<file path="src/core/gpw_regs.svh">
// register map, bit positions, reset values and divider masks of the timer block
`ifndef GPW_REGS_SVH
`define GPW_REGS_SVH

// ==========================================================
// register byte addresses
`define GPW_ADDR_POWER 8'h3a
`define GPW_ADDR_DOG_CTL 8'ha0
`define GPW_ADDR_OS_CTL 8'ha1
`define GPW_ADDR_STATUS 8'ha2
`define GPW_ADDR_OS_LIMIT 8'ha3
`define GPW_ADDR_DOG_LIMIT 8'ha4
`define GPW_ADDR_TICKSEL 8'ha5
`define GPW_ADDR_IRQ_EN 8'ha6

// ==========================================================
// bit positions
`define GPW_GATE_BIT 0
`define GPW_RUN_BIT 0
`define GPW_KICK_BIT 4
`define GPW_OS_FLAG_BIT 0
`define GPW_DOG_FLAG_BIT 4
`define GPW_OS_IRQ_BIT 0
`define GPW_DOG_IRQ_BIT 4
`define GPW_OS_SEL_LO 0
`define GPW_DOG_SEL_LO 4

// ==========================================================
// reset values
`define GPW_LIMIT_RESET 8'hff
`define GPW_SEL_RESET 2'h0
`define GPW_BYTE_ZERO 8'h00
`define GPW_COUNT_ZERO 8'h00

// ==========================================================
// tick select codes
`define GPW_OS_SEL_32K 2'h0
`define GPW_OS_SEL_1K 2'h1
`define GPW_OS_SEL_1HZ 2'h2
`define GPW_DOG_SEL_8HZ 2'h0
`define GPW_DOG_SEL_1HZ 2'h1
`define GPW_DOG_SEL_HALF 2'h2

// ==========================================================
// prescaler masks on the 32.768 kHz strobe
`define GPW_DIV_1K 16'h001f
`define GPW_DIV_8HZ 16'h0fff
`define GPW_DIV_1HZ 16'h7fff
`define GPW_DIV_HALF 16'hffff
`define GPW_PRE_ZERO 16'h0000
`define GPW_PRE_ONE 16'h0001
`define GPW_SEC_LAST 6'h3b
`define GPW_SEC_ZERO 6'h00
`define GPW_SEC_ONE 6'h01

`endif

</file>
<file path="src/core/gpw_pkg.sv">
// types shared by the timer block
package gpw_pkg;
  typedef logic [7:0] gpw_byte_type;
  typedef logic [1:0] gpw_sel_type;
  typedef struct packed {
    logic run;
    logic [7:0] count;
    logic expired;
  } gpw_cnt_type;
endpackage : gpw_pkg

</file>
<file path="src/core/gpw_tick_if.sv">
// tick strobes and their selects between the timebase and the timers
`timescale 1ns/100ps
interface gpw_tick_if;
  logic gate_on;
  logic [1:0] os_sel;
  logic [1:0] dog_sel;
  logic os_tick;
  logic dog_tick;
  modport gen (input gate_on, input os_sel, input dog_sel, output os_tick, output dog_tick);
  modport user (output gate_on, output os_sel, output dog_sel, input os_tick, input dog_tick);
endinterface : gpw_tick_if

</file>
<file path="src/core/gpw_timers.sv">
// one-shot timer and watchdog timer with their register file
`timescale 1ns/100ps
`include "gpw_regs.svh"

// What this block does
// - two independent timers, one-shot and watchdog, each with an 8-bit counter
// - one-shot ticks at 32.768 kHz, 1024 Hz, 1 Hz or one minute
// - watchdog ticks at 8 Hz, 1 Hz, 0.5 Hz or one minute
// - one-shot rate chosen by tick select bits 1:0
// - watchdog rate chosen by tick select bits 5:4
// - writing one to one-shot run bit starts counting up to its limit
// - reaching the limit sets the one-shot expired flag, status bit 0
// - one-shot expiry interrupts only when irq enable bit 0 is set
// - expired flags stay set until written with one; zero leaves them
// - after one-shot expiry counter stops, clears, run bit clears, settings kept
// - writing zero to one-shot run bit stops and clears the counter
// - writing one to watchdog run bit starts counting up to its limit
// - watchdog expiry sets status bit 4, interrupts when enable bit 4 set
// - after watchdog expiry counter stops, clears, and its run bit clears
// - kick bit 4 clears the watchdog count; counting continues only if run bit 0 is written one with it
// - kick acts only when written one and always reads zero
// - global gate bit zero by default freezes the timers, settings kept
// - both limit registers are 8-bit read-write, reset to all ones
module gpw_timers
  import gpw_pkg::*;
#(
  parameter int ADDR_W = 8
)
(
  input wire logic clk,
  input wire logic rst,
  input wire logic rtc_tick_32k,
  input wire logic [ADDR_W-1:0] reg_addr,
  input wire logic reg_wr,
  input wire logic reg_rd,
  input wire logic [7:0] reg_wdata,
  output logic [7:0] reg_rdata,
  output logic timer_irq,
  output logic oneshot_running,
  output logic dog_running
);

  // ==========================================================
  // counter step shared by both timers
  function automatic gpw_cnt_type cnt_step(
    input gpw_cnt_type cur,
    input logic tick,
    input gpw_byte_type limit,
    input logic gate,
    input logic ctl_wr,
    input logic run_bit,
    input logic kick
  );
    gpw_cnt_type nxt;
    nxt = cur;
    nxt.expired = 1'b0;
    // no expiry while the timer clock is gated off
    if (cur.run && gate && (cur.count == limit)) begin
      // expiry beats a same-cycle write, so a timeout is never swallowed
      nxt.run = 1'b0;
      nxt.count = `GPW_COUNT_ZERO;
      nxt.expired = 1'b1;
    end else begin
      if (cur.run && tick) begin
        nxt.count = 8'(cur.count + 8'h01);
      end
      if (kick) begin
        nxt.count = `GPW_COUNT_ZERO;
      end
      if (ctl_wr) begin
        nxt.run = run_bit;
        if (!run_bit) begin
          nxt.count = `GPW_COUNT_ZERO;
        end
      end
    end
    return nxt;
  endfunction : cnt_step

  function automatic logic addr_is(input logic [ADDR_W-1:0] a, input gpw_byte_type target);
    return a == ADDR_W'(target);
  endfunction : addr_is

  // ==========================================================
  // timebase
  gpw_tick_if tk ();

  gpw_tickgen u_tickgen (
    .clk(clk),
    .rst(rst),
    .rtc_tick_32k(rtc_tick_32k),
    .tk(tk)
  );

  // ==========================================================
  // settings
  logic gate_q, gate_d;
  gpw_sel_type os_sel_q, os_sel_d;
  gpw_sel_type dog_sel_q, dog_sel_d;
  gpw_byte_type os_limit_q, os_limit_d;
  gpw_byte_type dog_limit_q, dog_limit_d;
  logic os_ien_q, os_ien_d;
  logic dog_ien_q, dog_ien_d;

  always_comb begin
    gate_d = gate_q;
    os_sel_d = os_sel_q;
    dog_sel_d = dog_sel_q;
    os_limit_d = os_limit_q;
    dog_limit_d = dog_limit_q;
    os_ien_d = os_ien_q;
    dog_ien_d = dog_ien_q;
    if (reg_wr) begin
      if (addr_is(reg_addr, `GPW_ADDR_POWER)) begin
        gate_d = reg_wdata[`GPW_GATE_BIT];
      end
      if (addr_is(reg_addr, `GPW_ADDR_TICKSEL)) begin
        os_sel_d = reg_wdata[`GPW_OS_SEL_LO +: 2];
        dog_sel_d = reg_wdata[`GPW_DOG_SEL_LO +: 2];
      end
      if (addr_is(reg_addr, `GPW_ADDR_OS_LIMIT)) begin
        os_limit_d = reg_wdata;
      end
      if (addr_is(reg_addr, `GPW_ADDR_DOG_LIMIT)) begin
        dog_limit_d = reg_wdata;
      end
      if (addr_is(reg_addr, `GPW_ADDR_IRQ_EN)) begin
        os_ien_d = reg_wdata[`GPW_OS_IRQ_BIT];
        dog_ien_d = reg_wdata[`GPW_DOG_IRQ_BIT];
      end
    end
  end

  always_ff @(posedge clk or posedge rst) begin
    if (rst) begin
      gate_q <= 1'b0;
      os_sel_q <= `GPW_SEL_RESET;
      dog_sel_q <= `GPW_SEL_RESET;
      os_limit_q <= `GPW_LIMIT_RESET;
      dog_limit_q <= `GPW_LIMIT_RESET;
      os_ien_q <= 1'b0;
      dog_ien_q <= 1'b0;
    end else begin
      gate_q <= gate_d;
      os_sel_q <= os_sel_d;
      dog_sel_q <= dog_sel_d;
      os_limit_q <= os_limit_d;
      dog_limit_q <= dog_limit_d;
      os_ien_q <= os_ien_d;
      dog_ien_q <= dog_ien_d;
    end
  end

  assign tk.gate_on = gate_q;
  assign tk.os_sel = os_sel_q;
  assign tk.dog_sel = dog_sel_q;

  // ==========================================================
  // counters
  gpw_cnt_type os_q, os_d;
  gpw_cnt_type dog_q, dog_d;
  logic os_ctl_wr;
  logic dog_ctl_wr;
  logic dog_kick;

  always_comb begin
    os_ctl_wr = reg_wr && addr_is(reg_addr, `GPW_ADDR_OS_CTL);
    // gated ticks never arrive, so counts freeze rather than clear
    os_d = cnt_step(os_q, tk.os_tick, os_limit_q, gate_q, os_ctl_wr, reg_wdata[`GPW_RUN_BIT], 1'b0);
  end

  always_ff @(posedge clk or posedge rst) begin
    if (rst) begin
      os_q <= '0;
    end else begin
      os_q <= os_d;
    end
  end

  always_comb begin
    dog_ctl_wr = reg_wr && addr_is(reg_addr, `GPW_ADDR_DOG_CTL);
    // kick is a write-side action only, nothing stores it
    dog_kick = dog_ctl_wr && reg_wdata[`GPW_KICK_BIT];
    dog_d = cnt_step(dog_q, tk.dog_tick, dog_limit_q, gate_q, dog_ctl_wr, reg_wdata[`GPW_RUN_BIT], dog_kick);
  end

  always_ff @(posedge clk or posedge rst) begin
    if (rst) begin
      dog_q <= '0;
    end else begin
      dog_q <= dog_d;
    end
  end

  // ==========================================================
  // expired flags and interrupt
  logic os_flag_q, os_flag_d;
  logic dog_flag_q, dog_flag_d;
  logic irq_q, irq_d;
  logic status_wr;

  assign status_wr = reg_wr && addr_is(reg_addr, `GPW_ADDR_STATUS);

  always_comb begin
    os_flag_d = os_flag_q;
    if (status_wr && reg_wdata[`GPW_OS_FLAG_BIT]) begin
      os_flag_d = 1'b0;
    end
    // set after clear: a timeout in the clear cycle survives
    if (os_d.expired) begin
      os_flag_d = 1'b1;
    end
  end

  always_ff @(posedge clk or posedge rst) begin
    if (rst) begin
      os_flag_q <= 1'b0;
    end else begin
      os_flag_q <= os_flag_d;
    end
  end

  always_comb begin
    dog_flag_d = dog_flag_q;
    if (status_wr && reg_wdata[`GPW_DOG_FLAG_BIT]) begin
      dog_flag_d = 1'b0;
    end
    if (dog_d.expired) begin
      dog_flag_d = 1'b1;
    end
  end

  always_ff @(posedge clk or posedge rst) begin
    if (rst) begin
      dog_flag_q <= 1'b0;
    end else begin
      dog_flag_q <= dog_flag_d;
    end
  end

  always_comb begin
    irq_d = (os_flag_d && os_ien_d) || (dog_flag_d && dog_ien_d);
  end

  always_ff @(posedge clk or posedge rst) begin
    if (rst) begin
      irq_q <= 1'b0;
    end else begin
      irq_q <= irq_d;
    end
  end

  // ==========================================================
  // readback
  gpw_byte_type rdata_q, rdata_d;

  always_comb begin
    rdata_d = rdata_q;
    if (reg_rd) begin
      rdata_d = `GPW_BYTE_ZERO;
      if (addr_is(reg_addr, `GPW_ADDR_POWER)) begin
        rdata_d[`GPW_GATE_BIT] = gate_q;
      end
      if (addr_is(reg_addr, `GPW_ADDR_DOG_CTL)) begin
        // kick bit left at zero
        rdata_d[`GPW_RUN_BIT] = dog_q.run;
      end
      if (addr_is(reg_addr, `GPW_ADDR_OS_CTL)) begin
        rdata_d[`GPW_RUN_BIT] = os_q.run;
      end
      if (addr_is(reg_addr, `GPW_ADDR_STATUS)) begin
        rdata_d[`GPW_OS_FLAG_BIT] = os_flag_q;
        rdata_d[`GPW_DOG_FLAG_BIT] = dog_flag_q;
      end
      if (addr_is(reg_addr, `GPW_ADDR_OS_LIMIT)) begin
        rdata_d = os_limit_q;
      end
      if (addr_is(reg_addr, `GPW_ADDR_DOG_LIMIT)) begin
        rdata_d = dog_limit_q;
      end
      if (addr_is(reg_addr, `GPW_ADDR_TICKSEL)) begin
        rdata_d[`GPW_OS_SEL_LO +: 2] = os_sel_q;
        rdata_d[`GPW_DOG_SEL_LO +: 2] = dog_sel_q;
      end
      if (addr_is(reg_addr, `GPW_ADDR_IRQ_EN)) begin
        rdata_d[`GPW_OS_IRQ_BIT] = os_ien_q;
        rdata_d[`GPW_DOG_IRQ_BIT] = dog_ien_q;
      end
    end
  end

  always_ff @(posedge clk or posedge rst) begin
    if (rst) begin
      rdata_q <= `GPW_BYTE_ZERO;
    end else begin
      rdata_q <= rdata_d;
    end
  end

  assign reg_rdata = rdata_q;
  assign timer_irq = irq_q;
  assign oneshot_running = os_q.run;
  assign dog_running = dog_q.run;

endmodule : gpw_timers

</file>
<file path="src/core/gpw_tickgen.sv">
// timebase: divides the 32.768 kHz strobe into the selectable tick rates
`timescale 1ns/100ps
`include "gpw_regs.svh"
module gpw_tickgen
  import gpw_pkg::*;
(
  input wire logic clk,
  input wire logic rst,
  input wire logic rtc_tick_32k,
  gpw_tick_if.gen tk
);
  logic [15:0] pre_q, pre_d;
  logic [5:0] sec_q, sec_d;
  logic os_tick_q, os_tick_d;
  logic dog_tick_q, dog_tick_d;
  logic step;
  logic hit_1k, hit_8, hit_1, hit_half, hit_min;

  // ==========================================================
  // prescaler
  always_comb begin
    // prescaler frozen while gated, so the phase survives a gate-off
    step = rtc_tick_32k & tk.gate_on;
    hit_1k = step && ((pre_q & `GPW_DIV_1K) == `GPW_DIV_1K);
    hit_8 = step && ((pre_q & `GPW_DIV_8HZ) == `GPW_DIV_8HZ);
    hit_1 = step && ((pre_q & `GPW_DIV_1HZ) == `GPW_DIV_1HZ);
    hit_half = step && (pre_q == `GPW_DIV_HALF);
    hit_min = hit_1 && (sec_q == `GPW_SEC_LAST);
    pre_d = pre_q;
    sec_d = sec_q;
    if (step) begin
      pre_d = pre_q + `GPW_PRE_ONE;
    end
    if (hit_1) begin
      sec_d = hit_min ? `GPW_SEC_ZERO : sec_q + `GPW_SEC_ONE;
    end
    case (tk.os_sel)
      `GPW_OS_SEL_32K: os_tick_d = step;
      `GPW_OS_SEL_1K: os_tick_d = hit_1k;
      `GPW_OS_SEL_1HZ: os_tick_d = hit_1;
      default: os_tick_d = hit_min;
    endcase
    case (tk.dog_sel)
      `GPW_DOG_SEL_8HZ: dog_tick_d = hit_8;
      `GPW_DOG_SEL_1HZ: dog_tick_d = hit_1;
      `GPW_DOG_SEL_HALF: dog_tick_d = hit_half;
      default: dog_tick_d = hit_min;
    endcase
  end

  always_ff @(posedge clk or posedge rst) begin
    if (rst) begin
      pre_q <= `GPW_PRE_ZERO;
      sec_q <= `GPW_SEC_ZERO;
      os_tick_q <= 1'b0;
      dog_tick_q <= 1'b0;
    end else begin
      pre_q <= pre_d;
      sec_q <= sec_d;
      os_tick_q <= os_tick_d;
      dog_tick_q <= dog_tick_d;
    end
  end

  assign tk.os_tick = os_tick_q;
  assign tk.dog_tick = dog_tick_q;
endmodule : gpw_tickgen

</file>
<file path="config.mk">
export PLATFORM = sky130hd
export DESIGN_NAME = gpw_timers
export DESIGN_NICKNAME = d
export VERILOG_FILES = /design/src/core/gpw_pkg.sv /design/src/core/gpw_tick_if.sv /design/src/core/gpw_timers.sv /design/src/core/gpw_tickgen.sv
export VERILOG_INCLUDE_DIRS = /design/src /design/src/core
export SDC_FILE = /design/constraint.sdc
export NUM_CORES = 1
export LEC_CHECK = 0
export ABC_AREA = 1
export BUFFER_PORTS_ARGS = -buffer_cell sky130_fd_sc_hd__buf_4
export CAP_MARGIN = 10
export CORE_AREA = 2 2 90 92
export CTS_CLUSTER_SIZE = 40
export DETAILED_ROUTE_END_ITERATION = 10
export DIE_AREA = 0 0 92 94
export MAX_ROUTING_LAYER = met4
export PLACE_DENSITY_LB_ADDON = 0.15
export SETUP_SLACK_MARGIN = 0.2
export SLEW_MARGIN = 20
export SYNTH_ARGS = -nofsm -noshare
export SYNTH_HDL_FRONTEND = slang
export SYNTH_SLANG_ARGS = --single-unit
</file>
<file path="constraint.sdc">
create_clock -name clk -period 3.55 [get_ports clk]
set_input_delay 0.1775 -clock clk [delete_from_list [all_inputs] [get_ports clk]]
set_output_delay 0.1775 -clock clk [all_outputs]
set_load 0.05 [all_outputs]
</file>
==> impl_metrics.ini <==
[run_status]
outcome = finished, violations left
violations = hold timing

[timing]
fmax_mhz = 622
finalSetupViolCount = 0
period_share_pct = 45.3
hold_slack_ns = -0.0438
setup-tns-final_ns = 0
fin_worst_skew_ns = 0.00993
slew_violations = 0
rsz0062_at_grt = false
hold_violations = 39
tightest_slew_ns = 0.853
layout_min_cycle_time_ns = 1.61
relSlewSlack_pct = 43.1

[power_and_ir_drop]
powerDensity_mw_per_mm2 = 402
p_total_mw = 1.87
p_leak_nw = 2.35
worst_ir_drop_vdd_mv = 0.219

[setup_path]
crit_path_max_fanout = 7
critPathKind = reg2reg
cp.required_ns = 3.80
cp-end-kind = register
crit_arrival_ns = 1.86
rr_worst_depth = 10
worst_setup_path_start_kind = register

[global_routing]
grt_max_degree = 51
grt_pass1_vias = 3148
grt.overflow.total = 0
antenna_found_initial = 0
grt_use_total_pct = 23.4
grt_pass1_wl_um = 15100

[placed_design]
portBuffers = 31
dpl-instance-area_mm2 = 0.00442
dp.final_hpwl_um = 6810
gp_congestion = 0.900

[logic_synthesis]
syn_nets = 535
yosysSeqAreaShare_pct = 47.2
postSynth.asyncResetShare_pct = 100
synthCells = 509
yosysWarnings = 0
ys_types = 40
ys.flop_type = dfrtp_1
syn_area_mm2 = 0.00407
synth.avg_cell_area_um2 = 7.99
synth_seq_cells = 76
synth-edff-count = 0

[drt]
drc_errors = 0
wl_um = 8890
avgRoutedWirePerCell_um = 13.5
firstDrtPassIters = 4
drtIter0Drc = 124
dr_total_vias = 3259
via_per_inst = 4.97
ant_nets = 0

[clock_tree]
cts_setup_buffers = 0
htree_levels = 3
cts.sinks = 76
numCtsBuffers = 9
cts_hold_buf = 0
ctsLongestPathBuffers = 2
clock-root-buffer = clkbuf_8
insertion_delay_ns = 0.36
cts-resized-gates = 0
cts_tree = built
clk_pin_slew_ns = 0.08

[finish]
antenna_cells = 0
final_util_pct = 61.2
fin_nets = 575
mostFrequentLayoutCells = nand2_1 (139), inv_1 (66), dfrtp_1 (60)
fin_area_mm2 = 0.00465
layout-drive-gt1-share_pct = 16.8
final_common_cell = nand2_1
area_growth_pct = 14.3

[die]
fp.coreArea_mm2 = 0.00761
start_util_pct = 53.5
core.rowCount = 32
chipHeight_um = 94
io_pins = 32
dieWidth_um = 92
die-area_mm2 = 0.00865

[worst_hold_path]
min_path_type = in2async

[job]
maxCapViolCount = 0
## final cells by class
type                       instances  area, µm²
fill                             693       2960
sequential                        76       1920
multi-input combinational        357       1850
inverter                          72        278
timing repair buffer              33        248
clock buffer                      11        141
tap                              102        128
clock inverter                     5       85.1
## per-layer routing
metal	track usage, %	share of wire, %
met5	-	0
met4	8.58	1.4
met3	4.33	4.7
met2	37.5	47
met1	30.0	47
## path summary, 6_finish.rpt
check	from	to	slack (ns)
max	u_tickgen.pre_q[1]	u_tickgen.sec_q[4]	1.94
min	rst	dog_q[1]	-0.04
max reg2reg	u_tickgen.pre_q[1]	u_tickgen.sec_q[4]	1.94
min reg2reg	u_tickgen.pre_q[15]	u_tickgen.pre_q[15]	0.47
max in group asynchronous	rst	os_limit_q[6]	2.81
min in group clk	reg_wdata[7]	os_limit_q[7]	0.08
## critical path, cell delays in order (launching register included)
cell and delay (ns):
dfrtp_1 0.38, ha_1 0.23, inv_1 0.07, nor2_2 0.12, nand2_1 0.07, nor3_2 0.12, nand2_1 0.17, clkinv_2 0.13
nand2_1 0.07, nand3_1 0.08, o21ai_1 0.06
## sequential cells by signal (all words and copies together), names as in the netlist, 2 cells and up
name	cells
dog_limit_q	8
os_sel_q	2
dog_sel_q	2
reg_rdata	8
u_tickgen.pre_q	16
u_tickgen.sec_q	6
dog_q	8
os_q	8
os_limit_q	8
## power breakdown
part / switching (mW) / internal [mW]
Clock: 0.332 / 0.418
Combinational: 0.116 / 0.0652
Sequential: 0.0315 / 0.908
## cell usage after synthesis (4+ instances only)
| master | n | area, µm² |
|---|---|---|
| nand2_1 | 139 | 522 |
| inv_1 | 67 | 251 |
| dfrtp_1 | 60 | 1500 |
| nor2_1 | 53 | 199 |
| nand3_1 | 30 | 150 |
| xor2_1 | 23 | 201 |
| o21ai_0 | 17 | 85.1 |
| dfstp_2 | 16 | 420 |
| o21ai_1 | 16 | 80.1 |
| nand4_1 | 12 | 75.1 |
| nor3_1 | 10 | 50.1 |
| xnor2_1 | 9 | 78.8 |
| a21oi_1 | 6 | 30.0 |
| ha_1 | 5 | 62.6 |
| nand2_2 | 5 | 31.3 |
| o22ai_1 | 4 | 25.0 |
| or2_2 | 4 | 25.0 |
## cell families (layout without fill, tap and decap cells)
family / after synthesis / in the layout / synth area share, %
AO/OA/AOI/OAI: 52 / 52 / 7.04
XOR/XNOR: 32 / 32 / 6.89
adder cells (fa/ha/maj): 5 / 5 / 1.54
buffers and inverters: 76 / 121 / 7.29
flip-flops: 76 / 76 / 47.2
AND/OR/NAND/NOR: 268 / 268 / 30.0
## metrics by stage
stage,instances,worst slack (ns)
after global placement,640,2.02
final,656,1.94
after floorplan,509,1.46
after global routing,656,1.72
after detailed placement,640,1.94
after CTS,656,1.95
(Power assumes the default switching activity.)
